$ cat src/verilog/csp_pkg.sv
// Constants and types shared by the clock select and power-down block.
package csp_pkg;

  localparam int SYS_CLK_MHZ = 40;

  // ---------------------------------------------------------------
  // I/O port decode and register layout
  // ---------------------------------------------------------------
  localparam logic [3:0] IO_ADDR_CLK = 4'h3;
  localparam int CM_KEEP = 3;
  localparam int CM_CCS = 2;
  localparam int CM_DIV_HI = 1;
  localparam int CM_DIV_LO = 0;
  localparam logic [3:0] CM_RESET = 4'hF;
  localparam int SC_BOT = 3;
  localparam int SC_PICK_HI = 1;
  localparam int SC_PICK_LO = 0;
  localparam logic [3:0] SC_RESET = 4'hB;
  localparam logic [3:0] SC_WR_MASK = 4'hB;

  // Brown-out thresholds in millivolts, chosen by brownout_level_sel.
  localparam int BO_LOW_MV = 1700;
  localparam int BO_HIGH_MV = 2000;

  // ---------------------------------------------------------------
  // Divider ratios
  // ---------------------------------------------------------------
  localparam logic [4:0] DIV_CODE_00 = 5'h10;
  localparam logic [4:0] DIV_CODE_01 = 5'h02;
  localparam logic [4:0] DIV_CODE_10 = 5'h04;
  localparam logic [4:0] DIV_CODE_11 = 5'h08;
  localparam logic [4:0] PER_DIV = 5'h10;

  // ---------------------------------------------------------------
  // Timing
  // ---------------------------------------------------------------
  localparam int XTAL_STAGES = 14;
  localparam int XTAL_STAB_EDGES = 2 ** XTAL_STAGES;
  localparam int EXT_MISS_TIME_US = 1000;
  localparam int EXT_MISS_CYCLES = EXT_MISS_TIME_US * SYS_CLK_MHZ;

  // ---------------------------------------------------------------
  // Oscillator pins and types
  // ---------------------------------------------------------------
  localparam int PIN_RC1 = 0;
  localparam int PIN_RC2 = 1;
  localparam int PIN_XT4 = 2;
  localparam int PIN_EXT = 3;
  localparam int PIN_XT32 = 4;
  localparam int NUM_PINS = 5;

  typedef enum logic [1:0]
  {
    PICK_XT32 = 2'b00,
    PICK_RC2 = 2'b01,
    PICK_XT4 = 2'b10,
    PICK_EXT = 2'b11
  } csp_pick_e;

  typedef enum logic
  {
    ST_RUN = 1'b0,
    ST_SLEEP = 1'b1
  } csp_state_e;

  typedef struct packed
  {
    logic wr;
    logic aux;
    logic [3:0] addr;
    logic [3:0] data;
  } csp_io_s;

  typedef struct packed
  {
    logic rc1;
    logic rc2;
    logic xt4;
    logic ext;
    logic xt32;
    logic brownout;
  } csp_osc_s;

endpackage
$ cat src/verilog/csp_clock_ctrl.sv
// Clock source selection, core and peripheral clock enables, sleep control.
`timescale 1ns/10ps
//
// Function
// - A clock_mgmt_reg write starts a sync cycle before it applies.
// - Peripheral clock halts in sleep when keep bit is 0, runs when 1.
// - Core select 1 uses RC oscillator 1; 0 uses the picked source.
// - Divider codes 00/11/10/01 divide by 16/8/4/2; reset code is 11.
// - Brown-out level bit 1 picks 1.7 V threshold, 0 picks 2.0 V.
// - Pick 11 ext, 01 RC2, 10 4 MHz, 00 32 kHz; peripheral source/16, 32 kHz undivided.
// - Core select 0 stops RC oscillator 1.
// - A starting crystal passes a 14-stage divider before core use.
// - A selected 32 kHz crystal runs in every power-down state.
// - Sleep sets global interrupt enable and halts the core clock.
// - Interrupts stay possible in sleep; interrupt or reset ends sleep.
// - Sleep holds only while no interrupt is pending or active.
// - Both clocks stopped under watchdog lock stops the picked oscillator unless 32 kHz.
// - Oscillator stop is sleep, keep clear and watchdog lock together.
// - RC oscillator 1 drives the core after power-on reset.
// - Missing external clock for over 1 ms raises a hardware reset while core select is 0.
// - Source or divider changes never yield a short core period.
module csp_clock_ctrl
  import csp_pkg::*;
#(
  parameter int XTAL_EDGES = XTAL_STAB_EDGES,
  parameter int MISS_CYCLES = EXT_MISS_CYCLES
)
(
  input wire logic sys_clk, // System clock, 40 MHz.
  input wire logic sys_rst, // Synchronous reset, active high.
  input wire csp_io_s io, // I/O bus write port.
  input wire logic sleep_exec, // Pulse: sleep instruction executed.
  input wire logic irq_pending, // Any interrupt pending or active bit.
  input wire logic watchdog_lock_cond, // Watchdog lock condition.
  input wire logic [NUM_PINS-1:0] osc_pin, // Oscillator output levels.
  output logic core_clk_en, // Core clock enable pulse.
  output logic peripheral_clock, // Peripheral clock enable pulse.
  output logic irq_enable_set, // Pulse: set global interrupt enable.
  output csp_osc_s osc_run, // Oscillator and brown-out enables.
  output logic brownout_level_sel, // 1 selects the low threshold.
  output logic hw_reset_req, // Pulse: external clock failed.
  output logic core_sleeping, // Core is in sleep.
  output logic sync_busy // New clock setting not yet applied.
);

  typedef struct packed
  {
    csp_state_e state;
    logic [3:0] cm;
    logic [3:0] sc;
    logic act_ccs;
    logic [1:0] act_pick;
    logic [1:0] act_css;
    logic sync_pend;
    logic [15:0] stab_cnt;
    logic xtal_ready;
    logic [15:0] miss_cnt;
    logic hw_rst;
    logic irq_en_set;
    logic per32;
  } csp_top_s;

  csp_top_s r;
  csp_top_s next_r;
  logic [NUM_PINS-1:0] edge_p;
  logic cdiv_pulse;
  logic pdiv_pulse;
  logic core_tick;
  logic per_tick;
  logic apply;
  logic cur_ok;
  logic tgt_ok;
  logic osc_stop;
  logic per_run;
  logic sleeping;
  logic [1:0] sc_pick;

  // ---------------------------------------------------------------
  // Decode helpers
  // ---------------------------------------------------------------
  function automatic logic [4:0] div_ratio(input logic [1:0] css);
    case (css)
      2'b00: div_ratio = DIV_CODE_00;
      2'b01: div_ratio = DIV_CODE_01;
      2'b10: div_ratio = DIV_CODE_10;
      default: div_ratio = DIV_CODE_11;
    endcase
  endfunction

  function automatic logic alt_edge(input logic [1:0] pick,
                                    input logic [NUM_PINS-1:0] e);
    case (pick)
      PICK_EXT: alt_edge = e[PIN_EXT];
      PICK_RC2: alt_edge = e[PIN_RC2];
      PICK_XT4: alt_edge = e[PIN_XT4];
      default: alt_edge = e[PIN_XT32];
    endcase
  endfunction

  function automatic logic is_xtal(input logic [1:0] pick);
    is_xtal = pick == PICK_XT4 || pick == PICK_XT32;
  endfunction

  // ---------------------------------------------------------------
  // Oscillator edge capture
  // ---------------------------------------------------------------
  genvar gi;
  generate
    for (gi = 0; gi < NUM_PINS; gi = gi + 1)
    begin : g_sync
      csp_edge_sync u_sync
      (
        .sys_clk(sys_clk),
        .sys_rst(sys_rst),
        .pin(osc_pin[gi]),
        .rise(edge_p[gi])
      );
    end
  endgenerate

  // ---------------------------------------------------------------
  // Clock enables and oscillator control
  // ---------------------------------------------------------------
  assign sc_pick = r.sc[SC_PICK_HI:SC_PICK_LO];
  assign sleeping = r.state == ST_SLEEP;
  assign osc_stop = sleeping && !r.cm[CM_KEEP] && watchdog_lock_cond;

  // The running alternative source counts as usable only while it matches the last pick and, for a crystal, is ready.
  assign cur_ok = r.act_ccs || (r.act_pick == sc_pick &&
                  (!is_xtal(sc_pick) || r.xtal_ready));
  assign tgt_ok = r.cm[CM_CCS] || !is_xtal(sc_pick) || r.xtal_ready;

  assign core_tick = !sleeping && (r.act_ccs ? edge_p[PIN_RC1] :
                     (cur_ok && alt_edge(r.act_pick, edge_p)));

  // New settings load once the new source is usable: at the end of a full old period, or at once in sleep or while the old source is not usable.
  assign apply = r.sync_pend && tgt_ok &&
                 (cdiv_pulse || !cur_ok || sleeping);

  csp_div u_core_div
  (
    .sys_clk(sys_clk),
    .sys_rst(sys_rst),
    .tick(core_tick),
    .restart(apply),
    .ratio(div_ratio(r.act_css)),
    .pulse(cdiv_pulse)
  );

  // The peripheral divider waits for a crystal to be ready as well.
  assign per_tick = sc_pick != PICK_XT32 &&
                    (!is_xtal(sc_pick) || r.xtal_ready) &&
                    alt_edge(sc_pick, edge_p);

  csp_div u_per_div
  (
    .sys_clk(sys_clk),
    .sys_rst(sys_rst),
    .tick(per_tick),
    .restart(1'b0),
    .ratio(PER_DIV),
    .pulse(pdiv_pulse)
  );

  assign per_run = !sleeping || r.cm[CM_KEEP];
  assign peripheral_clock = per_run &&
    (sc_pick == PICK_XT32 ? r.per32 : pdiv_pulse);
  assign core_clk_en = cdiv_pulse && !sleeping;

  // RC oscillator 1 keeps running until a switch away from it is applied,
  // so the core never loses its clock halfway through a switch.
  always_comb
  begin
    osc_run.rc1 = (r.cm[CM_CCS] || r.act_ccs) && !osc_stop;
    osc_run.rc2 = sc_pick == PICK_RC2 && !osc_stop;
    osc_run.xt4 = sc_pick == PICK_XT4 && !osc_stop;
    osc_run.ext = sc_pick == PICK_EXT && !osc_stop;
    osc_run.xt32 = sc_pick == PICK_XT32;
    osc_run.brownout = !osc_stop;
  end

  assign brownout_level_sel = r.sc[SC_BOT];
  assign hw_reset_req = r.hw_rst;
  assign irq_enable_set = r.irq_en_set;
  assign core_sleeping = sleeping;
  assign sync_busy = r.sync_pend;

  // ---------------------------------------------------------------
  // State update
  // ---------------------------------------------------------------
  always_comb
  begin
    next_r = r;
    next_r.hw_rst = 1'b0;
    next_r.irq_en_set = 1'b0;
    next_r.per32 = edge_p[PIN_XT32];

    // ---------------------------------------------------------------
    // Sleep control
    // ---------------------------------------------------------------
    case (r.state)
      ST_RUN:
      begin
        if (sleep_exec)
        begin
          next_r.irq_en_set = 1'b1;
          if (!irq_pending)
            next_r.state = ST_SLEEP;
        end
      end
      ST_SLEEP:
      begin
        if (irq_pending)
          next_r.state = ST_RUN;
      end
      default:
        next_r.state = ST_RUN;
    endcase

    // ---------------------------------------------------------------
    // Synchronisation cycle
    // ---------------------------------------------------------------
    if (apply)
    begin
      next_r.act_ccs = r.cm[CM_CCS];
      next_r.act_css = r.cm[CM_DIV_HI:CM_DIV_LO];
      next_r.act_pick = sc_pick;
      next_r.sync_pend = 1'b0;
    end

    // ---------------------------------------------------------------
    // Register writes
    // ---------------------------------------------------------------
    // A write during apply keeps the cycle pending.
    if (io.wr && io.addr == IO_ADDR_CLK)
    begin
      next_r.sync_pend = 1'b1;
      if (io.aux)
        next_r.cm = io.data;
      else
      begin
        next_r.sc = io.data & SC_WR_MASK;
        if (io.data[SC_PICK_HI:SC_PICK_LO] != sc_pick)
        begin
          next_r.stab_cnt = 16'h0000;
          next_r.xtal_ready = 1'b0;
        end
      end
    end

    // ---------------------------------------------------------------
    // Crystal stabilisation count
    // ---------------------------------------------------------------
    if (!is_xtal(sc_pick) || (sc_pick == PICK_XT4 && osc_stop))
    begin
      next_r.stab_cnt = 16'h0000;
      next_r.xtal_ready = 1'b0;
    end
    else if (!r.xtal_ready && alt_edge(sc_pick, edge_p))
    begin
      if (r.stab_cnt == 16'(XTAL_EDGES - 1))
        next_r.xtal_ready = 1'b1;
      else
        next_r.stab_cnt = r.stab_cnt + 16'h0001;
    end

    // ---------------------------------------------------------------
    // External clock supervisor
    // ---------------------------------------------------------------
    if (sc_pick != PICK_EXT || r.cm[CM_CCS] || osc_stop ||
        edge_p[PIN_EXT])
      next_r.miss_cnt = 16'h0000;
    else if (r.miss_cnt == 16'(MISS_CYCLES - 1))
    begin
      next_r.miss_cnt = 16'h0000;
      next_r.hw_rst = 1'b1;
    end
    else
      next_r.miss_cnt = r.miss_cnt + 16'h0001;

    // ---------------------------------------------------------------
    // Reset state
    // ---------------------------------------------------------------
    // Any reset also ends sleep.
    if (sys_rst)
    begin
      next_r = '0;
      next_r.state = ST_RUN;
      next_r.cm = CM_RESET;
      next_r.sc = SC_RESET;
      next_r.act_ccs = CM_RESET[CM_CCS];
      next_r.act_css = CM_RESET[CM_DIV_HI:CM_DIV_LO];
      next_r.act_pick = SC_RESET[SC_PICK_HI:SC_PICK_LO];
    end
  end

  always_ff @(posedge sys_clk)
  begin
    r <= next_r;
  end

endmodule

$ cat src/verilog/csp_div.sv
// Programmable tick divider producing a one-cycle enable pulse.
`timescale 1ns/10ps
module csp_div
  import csp_pkg::*;
(
  input wire logic sys_clk, // System clock.
  input wire logic sys_rst, // Synchronous reset, active high.
  input wire logic tick, // Source edge to be counted.
  input wire logic restart, // Starts a fresh period.
  input wire logic [4:0] ratio, // Ticks per output pulse, 2 to 16.
  output logic pulse // One-cycle pulse per full period.
);

  typedef struct packed
  {
    logic [3:0] cnt;
    logic pulse;
  } csp_div_s;

  csp_div_s r;
  csp_div_s next_r;

  always_comb
  begin
    next_r = r;
    next_r.pulse = 1'b0;
    if (restart)
      next_r.cnt = 4'h0;
    else if (tick)
    begin
      if ({1'b0, r.cnt} == ratio - 5'h01)
      begin
        next_r.cnt = 4'h0;
        next_r.pulse = 1'b1;
      end
      else
        next_r.cnt = r.cnt + 4'h1;
    end
  end

  always_ff @(posedge sys_clk)
  begin
    if (sys_rst)
      r <= '0;
    else
      r <= next_r;
  end

  assign pulse = r.pulse;

endmodule

$ cat src/verilog/csp_edge_sync.sv
// Three-stage synchroniser that reports rising edges of an oscillator pin.
`timescale 1ns/10ps
module csp_edge_sync
  import csp_pkg::*;
(
  input wire logic sys_clk, // System clock.
  input wire logic sys_rst, // Synchronous reset, active high.
  input wire logic pin, // Asynchronous oscillator level.
  output logic rise // One-cycle pulse per rising edge.
);

  typedef struct packed
  {
    logic [2:0] sh;
    logic stable;
    logic rise;
  } csp_sync_s;

  csp_sync_s r;
  csp_sync_s next_r;

  // A change counts once the second and third stages agree.
  always_comb
  begin
    next_r = r;
    next_r.sh = {r.sh[1:0], pin};
    next_r.rise = 1'b0;
    if (r.sh[2] == r.sh[1] && r.sh[2] != r.stable)
    begin
      next_r.stable = r.sh[2];
      next_r.rise = r.sh[2];
    end
  end

  always_ff @(posedge sys_clk)
  begin
    if (sys_rst)
      r <= '0;
    else
      r <= next_r;
  end

  assign rise = r.rise;

endmodule

$ cat config.mk
export PLATFORM = sky130hd
export DESIGN_NAME = csp_clock_ctrl
export DESIGN_NICKNAME = d
export VERILOG_FILES = /design/src/verilog/csp_pkg.sv /design/src/verilog/csp_clock_ctrl.sv /design/src/verilog/csp_div.sv /design/src/verilog/csp_edge_sync.sv
export SDC_FILE = /design/constraint.sdc
export NUM_CORES = 1
export LEC_CHECK = 0
export BUFFER_PORTS_ARGS = -buffer_cell sky130_fd_sc_hd__buf_2
export CAP_MARGIN = 20
export CORE_MARGIN = 2
export CORE_UTILIZATION = 58
export CTS_CLUSTER_DIAMETER = 50
export CTS_CLUSTER_SIZE = 25
export DETAILED_ROUTE_END_ITERATION = 7
export GPL_TIMING_DRIVEN = 0
export PLACE_DENSITY = 0.78
export SLEW_MARGIN = 20
export SYNTH_ARGS = -nofsm -noshare
export SYNTH_HDL_FRONTEND = slang
export SYNTH_HIERARCHICAL = 1
export SYNTH_SLANG_ARGS = --single-unit
$ cat constraint.sdc
create_clock -name sys_clk -period 3 [get_ports sys_clk]
set_input_delay 0.15 -clock sys_clk [delete_from_list [all_inputs] [get_ports sys_clk]]
set_output_delay 0.15 -clock sys_clk [all_outputs]
set_load 0.005 [all_outputs]
## After elaboration in Yosys (flattened, before gate mapping)

Index checks and enable logic that the tools add are counted.

- Memories: 0
- Flip-flop bits (word level): 85
- Word-level logic and storage cells: 154
- Output and inout bits: 13
- Bits of input ports: 20
- ROM bits: 0
- Bits in latches: 0
- Bits in writable memories: 0

- Multipliers: 0
- Shift-type cells: 0
- Multiplexer cells: 22
- $lt $le $gt $ge: 0
- Reductions and logical operators: 60
- Add/sub/neg operators: 5
- Div/mod/pow operators: 0
- Equal/unequal tests: 26
- Bitwise gates (word level): 9

Operator list:

| operator | number |
|---|---|
| $mux 17 | 3 |
| $add 16x1->16 const B | 2 |
| $logic_and 1x1->1 | 23 |
| $reduce_or 2->1 | 10 |
| $mux 18 | 1 |
| $eq 16x14->1 const B | 1 |
| $eq 16x16->1 const B | 1 |
| $mux 16 | 1 |
| $pmux 5 s3 | 1 |
| $logic_or 1x1->1 | 13 |
| $mux 1 | 11 |
| $eq 2x2->1 const B | 5 |
| $not 1->1 | 9 |
| $add 4x1->4 const B | 2 |
| $mux 4 | 2 |
| $eq 2x1->1 const B | 3 |
| $logic_not 1->1 | 6 |
| $pmux 1 s3 | 2 |
| $reduce_or 3->1 | 2 |
| $eq 1x1->1 | 5 |
| $eq 4x5->1 | 1 |
| $ne 1x1->1 | 5 |
| $sub 5x1->5 const B | 1 |
| $eq 4x2->1 const B | 1 |
| 8 further kinds | 11 |

## Longest topological paths before layout

- Depth in word-level cells: 14
- Depth in mapped cells: 9
- Mapped depth without buffers: 7

## Hierarchy

The synthesis kept the hierarchy.

Modules (own cells, without submodules):

| module | cells an instance | area each (sq um) | seq. area each (sq um) | times used |
|---|---|---|---|---|
| csp_clock_ctrl | 295 | 2441.1 | 1001.0 | 1 |
| csp_edge_sync | 12 | 150.1 | 100.1 | 5 |
| csp_div | 38 | 339.1 | 100.1 | 2 |

## Least setup slack after synthesis

Ideal clock, no wire load.

- Path type: register -> register
- Start point: reg, netlist name r[19]
- End point: reg u_core_div/r[3] (netlist bit)
- Setup time: 0.086 ns
- Cell stages (with the launch flop): 9
- Path slack: 0.973 ns
- Arrival: 1.942 ns
- Period minus slack after synthesis: 2.027 ns
- Required time: 2.914 ns
- Buffers on the path: 1
- Cells stage by stage: dfxtp_1 -> or3b_2 -> a21oi_1 -> o21ai_0 -> o311a_1 -> buf_2 -> nor2_1 -> o211ai_1 -> a211oi_1

RTL lines:

| item | RTL line | source |
|---|---|---|
| end signal, assigned | csp_div.sv:46 | `r <= next_r;` |
| end, declared | csp_div.sv:20 | `csp_div_s r;` |

==> results.ini <==
[run_status]
status = complete, no violations

[sta]
fin_ws_ns = 0.630
finalSetupViolCount = 0
rsz0062_at_grt = false
finalHoldWorstSlack_ns = 0.0145
hold_violations = 0
finalCritPeriodShare_pct = 79.0
skew_ns = 0.00755
slew_headroom_pct = 26.2
fin_setup_tns_ns = 0
fmax_mhz = 422
tightest_slew_ns = 1.10
slew_viol_final = 0
min_period_ns = 2.37

[synth]
yosysSeqAreaShare_pct = 44.0
synth_top_flop_cell = dfxtp_1
ys_top_cells_by_area = dfxtp_1 (44%), nand3_1 (4.3%), nand2_1 (3.8%)
async_flop_share_pct = 0
synthXorXnorAreaFrac_pct = 7.40
synth_edf_count = 0
synth_seq_cells = 85
synth_top_family_by_area = simple AND/OR/NAND/NOR gates
synth_area_um2 = 3870
synth_mux_area_share_pct = 3.78
yosys.area_share.simple_pct = 29.0
ys_types = 54
yosys.area_share.adder_pct = 1.94
ys_warn_count = 6
yosysTopAreaCell = dfxtp_1
synth.top_cell.area_share_pct = 44.0
synth_compound_area_share_pct = 11.3
syn_area_per_cell_um2 = 8.98
syn_inst = 431

[power_and_ir_drop]
power.switching_uw = 447
internal-power_uw = 1530
clock_power_share_pct = 37.8
p_leak_uw = 0.00167
swShare_pct = 22.6
power_frac_comb_pct = 4.1
power_uw = 1970
p_per_area_nw_per_um2 = 447
sequentialPowerShare_pct = 58.0
peakVddDrop_v = 0.000457

[clock_tree]
cts_max_level = 3
cts_sinks = 85
cts_tree = yes
cts_buffer_depth = 2
numCtsBuffers = 9
postCtsSetupRepairBufs = 0
cts.clk_slew.worst_paths_ns = 0.08
worstSkewPairLatency_ns = 0.36
cts_root_buffer = clkbuf_8

[global_route]
antenna_found_initial = 0
grt_pass1_wl_mm = 13.0
grt.overflow.total = 0
grt_pass1_vias = 3023
grt_usage_pct = 21.7
grt_max_degree = 28

[floorplan]
dieArea_um2 = 7340
ios = 33
die_w_um = 85.7
row_count = 29
die_h_um = 85.7
core_um2 = 6390
initial_core_util_pct = 60.6

[drt]
drtAntennaViolNets = 0
drtPass1Iterations = 4
drc = 0
vias_per_cell = 5.56
wl_per_cell_um = 13.3
drt_iter0_markers = 159
drt-total-wl_mm = 7.61
via_count = 3192

[place]
gp_congestion = 0.842
place_ws_ns = 0.693
io_buffers = 32
hpwl_mm = 5.43

[worst_setup_path]
cp.required_ns = 3.28
crit_arrival_ns = 2.65
path_class = flop to flop
cp-end-kind = flop
startpoint_type = flop
path_max_fanout = 10

[final_layout]
diodes = 0
layout.nets = 518
final_layout_size_suffix_gt1_share_pct = 13.9
syn2layout_area_growth_pct = 14.0

[run]
cap_violations = 0

[hold_path]
hp-class = primary input to flop

## power groups by stage
| stage | combinational, uW | clock, uW | sequential, uW |
|---|---|---|---|
| 4_1_cts | 81.5 | 765 | 1140 |
| 6_report | 81.7 | 746 | 1140 |
| 5_1_grt | 91.4 | 812 | 1150 |
| 3_3_place_gp | 74.4 | 0 | 1170 |
| 2_1_floorplan | 46.2 | 0 | 1170 |
| 3_5_place_dp | 75.9 | 0 | 1170 |
## logic make-up after synthesis
| logic type | count (synthesis) |
|---|---|
| and+or+nand+nor | 201 |
| DFF | 85 |
| AOI/OAI and AO/OA | 71 |
| xor gates and xnor gates | 31 |
| buffers and inverters | 23 |
| muxes | 12 |
| adders and majority gates | 6 |
| other | 2 |
## timing repair
| item | in CTS | in global routing |
|---|---|---|
| endpoints found under the hold margin | 5 | 0 |
| hold buffers | 5 | 0 |
| gates resized for setup | 0 | 0 |
## metrics by stage
stage / instance area [um2] / instances / utilization, %
2_1_floorplan: 3920 / 444 / -
3_3_place_gp: 4180 / 553 / 65.4
3_5_place_dp: 4180 / 553 / 65.4
4_1_cts: 4410 / 574 / 69.1
5_1_grt: 4410 / 574 / 69.1
6_report: 4410 / 574 / 69.1
## synthesized netlist by cell type (all sizes together) (10+ instances only)
master,number
dfxtp,85
and3,14
xnor2,15
nor2,38
nor2b,15
nor3,12
xor2,16
a21oi,16
o21ai,29
inv,10
nand2,39
nand3,33
## final cells by class
cell class,instances,area (um2)
plain buffers,12,51.3
multi-input cells,336,2120
flip-flops and latches,85,1700
inverters,11,41.3
repair buffers,37,210
clock buffers,12,155
fillers,564,1980
well taps,77,96.3
clock inverters,4,30.0
## sequential cells by signal (all words and copies together) (netlist names)
register,flops
hw_reset_req,1
brownout_level_sel,1
g_sync.u_sync/next_r,10
g_sync.u_sync/rise,5
sync_busy,1
core_sleeping,1
u_per_div/r,4
u_core_div/pulse,1
irq_enable_set,1
r,45
u_per_div/pulse,1
u_core_div/r,4
g_sync.u_sync/r,10
## worst paths after layout
check / start / endpoint / depth (start not counted) / slack [ns]
min reg2reg: g_sync[1].u_sync/next_r[3] / g_sync[1].u_sync/next_r[4] / 1 / 0.44
min: osc_pin[4] / g_sync[4].u_sync/next_r[3] / 2 / 0.01
max: r[42] / u_core_div/r[3] / 9 / 0.63
max reg2reg: r[42] / u_core_div/r[3] / 9 / 0.63
## critical path: stages (launching register included)
cell	delay (ns)
dfxtp_1	0.41
clkbuf_1	0.39
nand2_1	0.10
a21oi_1	0.20
o21ai_0	0.13
o311a_1	0.14
buf_2	0.19
nor2_1	0.36
o211ai_1	0.15
a211oi_1	0.21
## layout by cell type (no fill, tap or decap), drive strengths merged, types with 3 or more instances in the layout
cell type | netlist | final
a211oi | 4 | 4
a21oi | 16 | 16
a311oi | 4 | 4
a31oi | 3 | 3
and2b | 5 | 5
and3 | 14 | 14
and3b | 6 | 6
and4 | 3 | 3
buf | 4 | 36
clkbuf | 8 | 20
clkinv | 1 | 3
conb | 2 | 15
dfxtp | 85 | 85
dlygate4sd3 | 0 | 5
ha | 6 | 6
inv | 10 | 11
mux2i | 9 | 9
nand2 | 39 | 39
nand3 | 33 | 33
nand3b | 9 | 9
nand4 | 6 | 6
nor2 | 38 | 38
nor2b | 15 | 15
nor3 | 12 | 12
nor3b | 4 | 4
nor4 | 7 | 7
o211ai | 6 | 6
o21ai | 29 | 29
xnor2 | 15 | 15
xor2 | 16 | 16
## routing by layer
layer  vias to the layer above  wire (um)  GRT usage (%)
met5                         -          0              0
met4                         0         93           6.93
met3                        12        298           4.81
met2                        51       3890           38.0
met1                      1497       3330           26.7
li1                       1632          -              -
Power figures use the tool's default switching activity.
